<file path="config.mk">
export PLATFORM = sky130hd
export DESIGN_NAME = scp_protection_top
export DESIGN_NICKNAME = d
export VERILOG_FILES = /design/src/scp_pkg.sv /design/src/scp_bridge_if.sv /design/src/scp_err_counter.sv /design/src/scp_bridge.sv /design/src/scp_protection_top.sv
export SDC_FILE = /design/constraint.sdc
export NUM_CORES = 1
export LEC_CHECK = 0
export BUFFER_PORTS_ARGS = -buffer_cell sky130_fd_sc_hd__buf_4
export CELL_PAD_IN_SITES_DETAIL_PLACEMENT = 1
export CELL_PAD_IN_SITES_GLOBAL_PLACEMENT = 1
export CORE_ASPECT_RATIO = 0.5
export CORE_MARGIN = 8
export CORE_UTILIZATION = 30
export CTS_CLUSTER_DIAMETER = 120
export DETAILED_ROUTE_END_ITERATION = 6
export HOLD_SLACK_MARGIN = 0.12
export PLACE_DENSITY_LB_ADDON = 0.1
export RECOVER_POWER = 25
export SYNTH_ARGS = -nofsm -noshare
export SYNTH_HDL_FRONTEND = slang
export SYNTH_SLANG_ARGS = --single-unit
</file>
<file path="constraint.sdc">
create_clock -name core_clk -period 7.85 [get_ports core_clk]
set_clock_uncertainty 0.05 [all_clocks]
set_input_delay 1.57 -clock core_clk [delete_from_list [all_inputs] [get_ports core_clk]]
set_output_delay 1.57 -clock core_clk [all_outputs]
set_load 0.02 [all_outputs]
</file>
<file path="src/scp_pkg.sv">
// constants and types shared by the stepper chopper protection block
package scp_pkg;
   // ********************
   // clock and timing
   // ********************
   localparam int CLK_MHZ = 200;
   localparam int BLANK_T0_NS = 600;
   localparam int BLANK_T1_NS = 900;
   localparam int BLANK_T2_NS = 1200;
   localparam int BLANK_T3_NS = 1500;
   // least times round up to whole cycles
   localparam logic [8:0] BLANK_CYC0 = 9'((BLANK_T0_NS * CLK_MHZ + 999) / 1000);
   localparam logic [8:0] BLANK_CYC1 = 9'((BLANK_T1_NS * CLK_MHZ + 999) / 1000);
   localparam logic [8:0] BLANK_CYC2 = 9'((BLANK_T2_NS * CLK_MHZ + 999) / 1000);
   localparam logic [8:0] BLANK_CYC3 = 9'((BLANK_T3_NS * CLK_MHZ + 999) / 1000);
   localparam logic [9:0] FAST_MAX_CYC = 10'h190;
   // ********************
   // error counters and open load
   // ********************
   localparam logic [1:0] ERR_LIMIT = 2'h3;
   localparam logic [5:0] OFF_CYCLES = 6'h3f;
   localparam logic [5:0] QUIET_LIMIT = 6'h3f;
   localparam logic [3:0] OPEN_LOAD_LIMIT = 4'he;
   // ********************
   // telegram layout and reset value
   // ********************
   localparam logic [11:0] TG_RESET = 12'h000;
   localparam int TG_MDA = 11;
   localparam int TG_CA_LO = 7;
   localparam int TG_PHA = 6;
   localparam int TG_MDB = 5;
   localparam int TG_CB_LO = 1;
   localparam int TG_PHB = 0;
   // ********************
   // gate bits and chopper states
   // ********************
   localparam int GATE_HS1 = 3;
   localparam int GATE_HS2 = 2;
   localparam int GATE_LS1 = 1;
   localparam int GATE_LS2 = 0;
   localparam logic [3:0] GATES_OFF = 4'h0;
   typedef enum logic [3:0] {
      BR_OFF = 4'b0001,
      BR_ON = 4'b0010,
      BR_FAST = 4'b0100,
      BR_SLOW = 4'b1000
   } scp_br_state_t;
endpackage : scp_pkg

</file>
<file path="src/scp_bridge_if.sv">
// carrier between the top and one bridge chopper
`timescale 1ns/10ps
`default_nettype none
interface scp_bridge_if;
   logic start;
   logic currentZero;
   logic polarity;
   logic mixed;
   logic forceOff;
   logic killCycle;
   logic tripIn;
   logic ocIn;
   logic [8:0] blankLen;
   logic [3:0] gate;
   logic blanking;
   logic switchOff;
   logic ocEvent;
   modport ctrl (output start, currentZero, polarity, mixed, forceOff, killCycle, tripIn, ocIn, blankLen,
      input gate, blanking, switchOff, ocEvent);
   modport core (input start, currentZero, polarity, mixed, forceOff, killCycle, tripIn, ocIn, blankLen,
      output gate, blanking, switchOff, ocEvent);
endinterface : scp_bridge_if
`default_nettype wire

</file>
<file path="src/scp_err_counter.sv">
// overcurrent error counter with forced off period
`timescale 1ns/10ps
`default_nettype none
module scp_err_counter (
   // clock and reset
   input wire logic core_clk,
   input wire logic rst,
   // events
   input wire logic tick,
   input wire logic event_i,
   input wire logic clear,
   // status
   output logic flag,
   output logic forceOff
);
   logic [1:0] errCnt_r;
   logic [5:0] quiet_r;
   logic [5:0] offCnt_r;
   logic flag_r;

   // event counted after a clear in the same cycle, so it is never lost
   always_ff @(posedge core_clk) begin
      if (rst) begin
         errCnt_r <= 2'h0;
         quiet_r <= 6'h0;
         offCnt_r <= 6'h0;
         flag_r <= 1'b0;
      end else if (event_i) begin
         quiet_r <= 6'h0;
         if (clear ? 1'b0 : (errCnt_r == scp_pkg::ERR_LIMIT - 2'h1)) begin
            errCnt_r <= scp_pkg::ERR_LIMIT;
            flag_r <= 1'b1;
            offCnt_r <= scp_pkg::OFF_CYCLES;
         end else begin
            errCnt_r <= clear ? 2'h1 : errCnt_r + 2'h1;
            if (clear) begin
               flag_r <= 1'b0;
               offCnt_r <= 6'h0;
            end
         end
      end else if (clear) begin
         errCnt_r <= 2'h0;
         flag_r <= 1'b0;
         offCnt_r <= 6'h0;
      end else if (tick) begin
         if (offCnt_r != 6'h0) begin
            offCnt_r <= offCnt_r - 6'h1;
         end
         if (quiet_r == scp_pkg::QUIET_LIMIT) begin
            errCnt_r <= 2'h0;
         end else begin
            quiet_r <= quiet_r + 6'h1;
         end
      end
   end

   assign flag = flag_r;
   assign forceOff = offCnt_r != 6'h0;
endmodule : scp_err_counter
`default_nettype wire

</file>
<file path="src/scp_bridge.sv">
// one full bridge chopper with blanking and decay modes
`timescale 1ns/10ps
`default_nettype none
module scp_bridge (
   // clock and reset
   input wire logic core_clk,
   input wire logic rst,
   // bridge control and status
   scp_bridge_if.core br
);
   scp_pkg::scp_br_state_t state_r, state_nxt;
   logic [8:0] blankCnt_r;
   logic [9:0] onCnt_r;
   logic [9:0] fastCnt_r;
   logic [9:0] fastLen;
   logic polarity_r;
   logic restart;
   logic ocHit;
   logic tripHit;

   assign restart = br.start | (br.polarity != polarity_r);
   assign br.blanking = blankCnt_r != 9'h0;
   assign ocHit = br.ocIn & ~br.blanking & (state_r != scp_pkg::BR_OFF);
   assign tripHit = br.tripIn & ~br.blanking & (state_r == scp_pkg::BR_ON);
   // longer on phase leaves less fast decay
   assign fastLen = (onCnt_r < scp_pkg::FAST_MAX_CYC) ? scp_pkg::FAST_MAX_CYC - onCnt_r : 10'h0;

   always_comb begin
      state_nxt = state_r;
      if (restart) begin
         state_nxt = br.forceOff ? scp_pkg::BR_OFF : (br.currentZero ? scp_pkg::BR_SLOW : scp_pkg::BR_ON);
      end else if (br.killCycle | br.forceOff | ocHit) begin
         state_nxt = scp_pkg::BR_OFF;
      end else begin
         case (state_r)
            scp_pkg::BR_ON: begin
               if (tripHit) begin
                  state_nxt = (br.mixed && fastLen != 10'h0) ? scp_pkg::BR_FAST : scp_pkg::BR_SLOW;
               end
            end
            scp_pkg::BR_FAST: begin
               if (fastCnt_r == 10'h0) begin
                  state_nxt = scp_pkg::BR_SLOW;
               end
            end
            default: state_nxt = state_r;
         endcase
      end
   end

   always_ff @(posedge core_clk) begin
      if (rst) begin
         state_r <= scp_pkg::BR_OFF;
         polarity_r <= 1'b0;
         fastCnt_r <= 10'h0;
      end else begin
         state_r <= state_nxt;
         polarity_r <= br.polarity;
         if (state_r == scp_pkg::BR_ON && state_nxt == scp_pkg::BR_FAST) begin
            fastCnt_r <= fastLen - 10'h1;
         end else if (fastCnt_r != 10'h0) begin
            fastCnt_r <= fastCnt_r - 10'h1;
         end
      end
   end

   // blank counter restarts on every switching event
   always_ff @(posedge core_clk) begin
      if (rst) begin
         blankCnt_r <= 9'h0;
         onCnt_r <= 10'h0;
      end else begin
         if (state_nxt != state_r || restart) begin
            blankCnt_r <= br.blankLen;
         end else if (blankCnt_r != 9'h0) begin
            blankCnt_r <= blankCnt_r - 9'h1;
         end
         if (restart) begin
            onCnt_r <= 10'h0;
         end else if (state_r == scp_pkg::BR_ON && onCnt_r != 10'h3ff) begin
            onCnt_r <= onCnt_r + 10'h1;
         end
      end
   end

   always_comb begin
      br.gate = scp_pkg::GATES_OFF;
      case (state_r)
         scp_pkg::BR_ON: begin
            br.gate[polarity_r ? scp_pkg::GATE_HS2 : scp_pkg::GATE_HS1] = 1'b1;
            br.gate[polarity_r ? scp_pkg::GATE_LS1 : scp_pkg::GATE_LS2] = 1'b1;
         end
         scp_pkg::BR_FAST: br.gate[polarity_r ? scp_pkg::GATE_LS2 : scp_pkg::GATE_LS1] = 1'b1;
         scp_pkg::BR_SLOW: begin
            br.gate[scp_pkg::GATE_LS1] = 1'b1;
            br.gate[scp_pkg::GATE_LS2] = 1'b1;
         end
         default: br.gate = scp_pkg::GATES_OFF;
      endcase
   end

   assign br.switchOff = tripHit;
   assign br.ocEvent = ocHit;
endmodule : scp_bridge
`default_nettype wire

</file>
<file path="src/scp_protection_top.sv">
// top of the stepper chopper and protection logic
`timescale 1ns/10ps
`default_nettype none
module scp_protection_top (
   // clock and reset
   input wire logic core_clk,
   input wire logic rst,
   // pins from outside the clock domain
   input wire logic standbyDisablePin,
   input wire logic oscClkIn,
   input wire logic blankSelectLo,
   input wire logic blankSelectHi,
   input wire logic logicUndervoltage,
   input wire logic overtempDetect,
   input wire logic senseTripA,
   input wire logic senseTripB,
   input wire logic lowsideOverA,
   input wire logic lowsideOverB,
   input wire logic highsideOver,
   input wire logic [2:0] loadMeasure,
   // oscillator pin drive
   output logic oscPinOut,
   output logic oscPinOeN,
   // telegrams from the serial receiver
   input wire logic telegramValid,
   input wire logic [11:0] telegramWord,
   input wire logic standbyRequest,
   // bridge gates, high side 1, high side 2, low side 1, low side 2
   output logic [3:0] gateA,
   output logic [3:0] gateB,
   // mode outputs
   output logic standbyActive,
   output logic referencesOn,
   output logic serialHoldReset,
   // status
   output logic lowsideOvercurrentFlagA,
   output logic lowsideOvercurrentFlagB,
   output logic highsideOvercurrentFlag,
   output logic overtempFlag,
   output logic openLoadFlagA,
   output logic openLoadFlagB,
   output logic [2:0] loadIndicator
);
   // ********************
   // pin synchronisers
   // ********************
   localparam int PIN_ENN = 0;
   localparam int PIN_OSC = 1;
   localparam int PIN_BLLO = 2;
   localparam int PIN_BLHI = 3;
   localparam int PIN_UV = 4;
   localparam int PIN_OT = 5;
   localparam int PIN_TRA = 6;
   localparam int PIN_TRB = 7;
   localparam int PIN_OCA = 8;
   localparam int PIN_OCB = 9;
   localparam int PIN_OCH = 10;
   localparam int PIN_LD = 11;
   localparam int PIN_COUNT = 14;

   logic [PIN_COUNT-1:0] pinRaw;
   logic [PIN_COUNT-1:0] syncStage1_r;
   logic [PIN_COUNT-1:0] syncStage2_r;
   logic oscPrev_r;

   assign pinRaw = {loadMeasure, highsideOver, lowsideOverB, lowsideOverA, senseTripB, senseTripA,
      overtempDetect, logicUndervoltage, blankSelectHi, blankSelectLo, oscClkIn, standbyDisablePin};

   // first stage feeds only the second stage
   genvar gi;
   generate
      for (gi = 0; gi < PIN_COUNT; gi++) begin : gSync
         always_ff @(posedge core_clk) begin
            if (rst) begin
               syncStage1_r[gi] <= 1'b0;
               syncStage2_r[gi] <= 1'b0;
            end else begin
               syncStage1_r[gi] <= pinRaw[gi];
               syncStage2_r[gi] <= syncStage1_r[gi];
            end
         end
      end
   endgenerate

   // ********************
   // modes
   // ********************
   logic shutdown;
   logic clearAll;
   logic [11:0] telegram_r;
   logic [3:0] currentA;
   logic [3:0] currentB;
   logic bothZero;
   logic newBothZero;
   logic standby;
   logic overtemp;
   logic powerOff;

   assign shutdown = syncStage2_r[PIN_ENN];
   assign clearAll = rst | shutdown;
   assign overtemp = syncStage2_r[PIN_OT];
   assign currentA = telegram_r[scp_pkg::TG_CA_LO +: 4];
   assign currentB = telegram_r[scp_pkg::TG_CB_LO +: 4];
   assign bothZero = currentA == 4'h0 && currentB == 4'h0;
   assign newBothZero = telegramWord[scp_pkg::TG_CA_LO +: 4] == 4'h0 && telegramWord[scp_pkg::TG_CB_LO +: 4] == 4'h0;
   assign standby = standbyRequest | syncStage2_r[PIN_UV] | bothZero;
   assign powerOff = standby | overtemp | shutdown;

   // serial side held in reset while shut down
   always_ff @(posedge core_clk) begin
      if (clearAll) begin
         telegram_r <= scp_pkg::TG_RESET;
      end else if (telegramValid) begin
         telegram_r <= telegramWord;
      end
   end

   always_ff @(posedge core_clk) begin
      if (rst) begin
         standbyActive <= 1'b0;
         referencesOn <= 1'b0;
         serialHoldReset <= 1'b1;
         oscPinOut <= 1'b0;
         oscPinOeN <= 1'b1;
      end else begin
         standbyActive <= standby | shutdown;
         referencesOn <= ~shutdown;
         serialHoldReset <= shutdown;
         oscPinOut <= 1'b0;
         oscPinOeN <= ~(standby | shutdown);
      end
   end

   // ********************
   // oscillator and blank time
   // ********************
   logic oscRise;
   logic oscFall;
   logic [8:0] blankLen;

   function automatic logic [8:0] blankCycles(input logic [1:0] sel);
      logic [8:0] cyc;
      cyc = scp_pkg::BLANK_CYC0;
      if (sel == 2'h1) begin
         cyc = scp_pkg::BLANK_CYC1;
      end else if (sel == 2'h2) begin
         cyc = scp_pkg::BLANK_CYC2;
      end else if (sel == 2'h3) begin
         cyc = scp_pkg::BLANK_CYC3;
      end
      return cyc;
   endfunction : blankCycles

   always_ff @(posedge core_clk) begin
      if (rst) begin
         oscPrev_r <= 1'b0;
      end else begin
         oscPrev_r <= syncStage2_r[PIN_OSC];
      end
   end

   // edges are dropped in standby, so the chopper stands still
   assign oscRise = syncStage2_r[PIN_OSC] & ~oscPrev_r & ~standby & ~shutdown;
   assign oscFall = ~syncStage2_r[PIN_OSC] & oscPrev_r & ~standby & ~shutdown;
   assign blankLen = blankCycles({syncStage2_r[PIN_BLHI], syncStage2_r[PIN_BLLO]});

   // ********************
   // bridges
   // ********************
   scp_bridge_if brA ();
   scp_bridge_if brB ();
   logic hsHit;
   logic clrOc;
   logic offA;
   logic offB;
   logic offHs;

   // high side fault cannot be pinned on one bridge
   assign hsHit = syncStage2_r[PIN_OCH] & ~(brA.blanking | brB.blanking) & ~powerOff;
   // clear first: counters take an event arriving with the clear as count one, flag stays clear
   assign clrOc = telegramValid & newBothZero;

   assign brA.start = oscRise;
   assign brA.currentZero = currentA == 4'h0;
   assign brA.polarity = telegram_r[scp_pkg::TG_PHA];
   assign brA.mixed = telegram_r[scp_pkg::TG_MDA];
   assign brA.forceOff = offA | offHs;
   assign brA.killCycle = hsHit | powerOff;
   assign brA.tripIn = syncStage2_r[PIN_TRA];
   assign brA.ocIn = syncStage2_r[PIN_OCA];
   assign brA.blankLen = blankLen;

   assign brB.start = oscFall;
   assign brB.currentZero = currentB == 4'h0;
   assign brB.polarity = telegram_r[scp_pkg::TG_PHB];
   assign brB.mixed = telegram_r[scp_pkg::TG_MDB];
   assign brB.forceOff = offB | offHs;
   assign brB.killCycle = hsHit | powerOff;
   assign brB.tripIn = syncStage2_r[PIN_TRB];
   assign brB.ocIn = syncStage2_r[PIN_OCB];
   assign brB.blankLen = blankLen;

   scp_bridge uBridgeA (
      .core_clk(core_clk),
      .rst(clearAll),
      .br(brA)
   );

   scp_bridge uBridgeB (
      .core_clk(core_clk),
      .rst(clearAll),
      .br(brB)
   );

   // ********************
   // error counters
   // ********************
   scp_err_counter uErrA (
      .core_clk(core_clk),
      .rst(clearAll),
      .tick(oscRise),
      .event_i(brA.ocEvent),
      .clear(clrOc),
      .flag(lowsideOvercurrentFlagA),
      .forceOff(offA)
   );

   scp_err_counter uErrB (
      .core_clk(core_clk),
      .rst(clearAll),
      .tick(oscFall),
      .event_i(brB.ocEvent),
      .clear(clrOc),
      .flag(lowsideOvercurrentFlagB),
      .forceOff(offB)
   );

   scp_err_counter uErrHs (
      .core_clk(core_clk),
      .rst(clearAll),
      .tick(oscRise),
      .event_i(hsHit),
      .clear(clrOc),
      .flag(highsideOvercurrentFlag),
      .forceOff(offHs)
   );

   // ********************
   // gate outputs
   // ********************
   always_ff @(posedge core_clk) begin
      if (clearAll) begin
         gateA <= scp_pkg::GATES_OFF;
         gateB <= scp_pkg::GATES_OFF;
      end else if (powerOff) begin
         gateA <= scp_pkg::GATES_OFF;
         gateB <= scp_pkg::GATES_OFF;
      end else begin
         gateA <= brA.gate;
         gateB <= brB.gate;
      end
   end

   // ********************
   // open load
   // ********************
   logic [3:0] olCnt_r [2];
   logic [1:0] olTick;
   logic [1:0] olSwitch;
   logic [1:0] olZero;
   logic faultAny;

   assign olTick = {oscFall, oscRise};
   assign olSwitch = {brB.switchOff, brA.switchOff};
   assign olZero = {brB.currentZero, brA.currentZero};
   assign faultAny = lowsideOvercurrentFlagA | lowsideOvercurrentFlagB | highsideOvercurrentFlag
      | syncStage2_r[PIN_UV] | overtemp;

   always_ff @(posedge core_clk) begin
      if (clearAll) begin
         for (int i = 0; i < 2; i++) begin
            olCnt_r[i] <= 4'h0;
         end
      end else begin
         for (int i = 0; i < 2; i++) begin
            if (olSwitch[i] || olZero[i]) begin
               olCnt_r[i] <= 4'h0;
            end else if (olTick[i] && olCnt_r[i] <= scp_pkg::OPEN_LOAD_LIMIT) begin
               olCnt_r[i] <= olCnt_r[i] + 4'h1;
            end
         end
      end
   end

   // zero current means chopper off, so the flag reads inactive
   always_ff @(posedge core_clk) begin
      if (clearAll) begin
         openLoadFlagA <= 1'b0;
         openLoadFlagB <= 1'b0;
      end else begin
         openLoadFlagA <= ~olZero[0] & (olCnt_r[0] > scp_pkg::OPEN_LOAD_LIMIT | faultAny);
         openLoadFlagB <= ~olZero[1] & (olCnt_r[1] > scp_pkg::OPEN_LOAD_LIMIT | faultAny);
      end
   end

   // ********************
   // load indicator and overtemperature
   // ********************
   logic fullstep;

   // a polarity toggle on either coil marks one fullstep
   assign fullstep = telegramValid & ((telegramWord[scp_pkg::TG_PHA] != telegram_r[scp_pkg::TG_PHA])
      | (telegramWord[scp_pkg::TG_PHB] != telegram_r[scp_pkg::TG_PHB]));

   // value only meaningful with mixed decay off; controller times its read
   always_ff @(posedge core_clk) begin
      if (clearAll) begin
         loadIndicator <= 3'h0;
      end else if (fullstep && !telegram_r[scp_pkg::TG_MDA] && !telegram_r[scp_pkg::TG_MDB]) begin
         loadIndicator <= syncStage2_r[PIN_LD +: 3];
      end
   end

   always_ff @(posedge core_clk) begin
      if (clearAll) begin
         overtempFlag <= 1'b0;
      end else begin
         overtempFlag <= overtemp;
      end
   end
endmodule : scp_protection_top
`default_nettype wire

</file>
==> out/summary.txt <==
Arr. time, crit path: 5.01 ns
# resized after CTS: 0
RSZ-0062 raised after global routing: no
Layout area overhead: 13.0%
R2R Setup Slk: 3.25 ns
CTS root buffer: clkbuf_16
largest family of logic cells by synthesized area: simple AND/OR/NAND/NOR gates
largest fanout on the critical path: 11
Top FF cell, synth: dfxtp_1
drt via density: 5.03
Antenna Violating Nets Remaining: 0
type of the most critical hold path: reg2reg
post-synth net total: 1110
number of port buffers: 50
Die Footprint: 36500 um^2
total power draw: 0.00267 W
Starting Density: 30.2%
critical path type: in2reg
compound-cell area share of the yosys netlist: 15.8%
run status: completed
Worst-Margin Slew: 1.47 ns
synthesized area: 9110 um^2
Diodes inserted: 0
Die Y: 139 um
Synth Area in XOR/XNOR: 6.83%
final worst-path cycle share: 59.9%
First DRT Iteration DRCs: 370
worst-skew pair later-pin latency: 0.45 ns
hold bufs inserted after CTS: 0
drt wl/cell: 16.3 um
Adder-Cell Fraction of Synth Area: 3.30%
core region area: 30100 um^2
sequential cell area: 3680 um^2
grt ovf: 0
Post-Synth Simple-Gate Area: 27.2%
hold path endpoint: brA.tripIn
antenna violations before repair: 0
Pre-Repair DR Iteration Count: 4
register bit total from synthesis: 180
post-route core utilization: 34.2%
total wire length: 24.4 mm
fillers: 3563
Final Hold Fails: 0
Hold Path Origin: syncStage1_r[6]
WP data required: 8.16 ns
final net count: 1142
vias in the first global route: 7749
YS warnings: 0
leading cell type in the layout, fill and taps excluded: dfxtp_1
first-pass GRT wire length: 40.7 mm
share of cells above drive strength 1: 9.45%
Worst IR Drop VDD: 0.000180 V
Cell Area, Placed: 9810 um^2
Pwr Density: 259 nW/um^2
reg2reg start: uBridgeA.blankCnt_r[0]
Setup Total Neg Slack: 0 ns
commonest cells after routing, fill and taps aside: 172 x dfxtp_1, 155 x nor2_1, 75 x nand2_1, 50 x a21oi_1, 45 x o21ai_0
sequential area share after synthesis: 40.4%
Num CTS Buffers: 17
Post-synth EDFFs: 8
Reg-to-Reg End: uBridgeA.fastCnt_r[8]
global placer's final weighted congestion: 0.759
gr usage total: 13.4%
setup bufs post-CTS: 0
Min-Delay Path Depth: 1
deepest clock path buffer count: 2
setup violators final: 0
placed cell count: 1468
TritonCTS clock tree: built
I/O pin count: 52
multi-input logic area: 5080 um^2
reg2reg path depth: 16
critical path endpoint category: flip-flop
vias post-DR: 7547
# DRC: 0
Startpoint Class: primary input
non-filler instance count after layout: 1499
ys async rst share: 0%
mux share of post-synthesis cell area: 2.61%
Mapped Cells: 1056
Mean Syn Cell Area: 8.63 um^2
synth unique cells: 83
htree depth: 4
clock period minus worst slack: 4.70 ns
Slew Limit Fails: 0
Slew Limit Headroom: 1.95%
die width: 262 um
Core Rows: 45
final instance area: 10300 um^2
post-DP HPWL: 17.9 mm
Peak Freq: 213 MHz
Lkg Pwr: 3.81 nW
max cap viols: 0
TritonCTS Sinks: 180
Reg clk slew, reported paths: 0.07 ns
largest net degree at the start of global routing: 67
[cell families (layout without fill, tap and decap cells)]
family                   Yosys count  count (layout)
multiplexers                      23              23
other                              1               1
adder cells (fa/ha/maj)           24              24
flip-flops                       180             180
XOR/XNOR                          71              71
AO/OA/AOI/OAI                    200             200
buffers and inverters             79             123
AND/OR/NAND/NOR                  478             478
[routing by layer]
metal  global-route usage [%]  share of wire, %
met1                     17.5                50
met2                     22.3                46
met3                     2.55               2.4
met4                     4.23               1.5
met5                        0                 0
[power breakdown]
part           internal [W]  total (W)  leakage, nW  switching, W
clock              0.000420   0.000839        0.272      0.000418
combinational      0.000307   0.000721         2.05      0.000415
sequential          0.00102    0.00111         1.49     0.0000908
[metrics by stage]
step	setup WS, ns	hold WS (ns)
2_1_floorplan	3.25	0.364
6_report	3.15	0.388
3_5_place_dp	2.72	0.377
4_1_cts	3.18	0.395
5_1_grt	2.84	0.409
3_3_place_gp	2.82	0.371
[worst max-delay path: stages]
cell	delay, ns
buf_4	0.11
or3_4	0.40
a2111oi_4	0.68
nor2_4	0.13
and4_1	0.25
and2_1	0.20
and2_4	0.21
and3_1	0.19
a21oi_1	0.12
ha_1	0.31
nand3_1	0.15
nor3_1	0.21
xor2_1	0.19
nor2_1	0.06
a211oi_1	0.21
[synthesized netlist by cell type (19+ instances only)]
cell type / n / area (um^2)
nand2_1: 75 / 282
nor2b_1: 39 / 244
xnor2_1: 40 / 350
nor3_1: 43 / 215
ha_1: 24 / 300
mux2i_1: 20 / 200
o21ai_0: 45 / 225
nand3_1: 36 / 180
inv_1: 37 / 139
clkbuf_1: 24 / 90.1
a21oi_1: 50 / 250
xor2_1: 31 / 272
nor2_1: 155 / 582
dfxtp_1: 172 / 3440
or3_1: 19 / 119
[flip-flops by register name (all words and copies together) (netlist names), 3 cells and up]
signal	count
telegram_r	12
loadIndicator	3
uBridgeB.state_r	4
uErrHs.offCnt_r	6
uErrHs.quiet_r	6
syncStage1_r	14
gateA	4
syncStage2_r	8
uErrB.quiet_r	6
uErrB.offCnt_r	6
uBridgeA.blankCnt_r	9
uBridgeA.fastCnt_r	10
uBridgeA.state_r	4
uErrA.quiet_r	6
uBridgeB.onCnt_r	10
uErrA.offCnt_r	6
olCnt_r	8
uBridgeB.blankCnt_r	9
uBridgeB.fastCnt_r	10
uBridgeA.onCnt_r	10
gateB	4
[how the worst max path moves through the flow]
stage | startpoint | cells after the start | slack (ns) | endpoint
CTS | standbyRequest | 15 | 3.18 | uBridgeA.fastCnt_r[8]
finish | standbyRequest | 15 | 3.15 | uBridgeA.fastCnt_r[8]
detailed placement | standbyRequest | 15 | 2.72 | uBridgeA.fastCnt_r[8]
floorplan | standbyRequest | 15 | 3.25 | uBridgeA.fastCnt_r[8]
global route | uBridgeA.blankCnt_r[0] | 16 | 2.84 | uBridgeA.fastCnt_r[8]
global placement | standbyRequest | 15 | 2.82 | uBridgeA.fastCnt_r[8]
[layout make-up]
| type | count | area share (%) |
|---|---|---|
| multi-input combinational | 797 | 49.3 |
| sequential | 180 | 35.8 |
| tap | 399 | 4.85 |
| clock buffer | 17 | 4.13 |
| timing repair buffer | 54 | 3.17 |
| inverter | 38 | 1.39 |
| clock inverter | 14 | 1.34 |
Power figures use the tool's default switching activity.
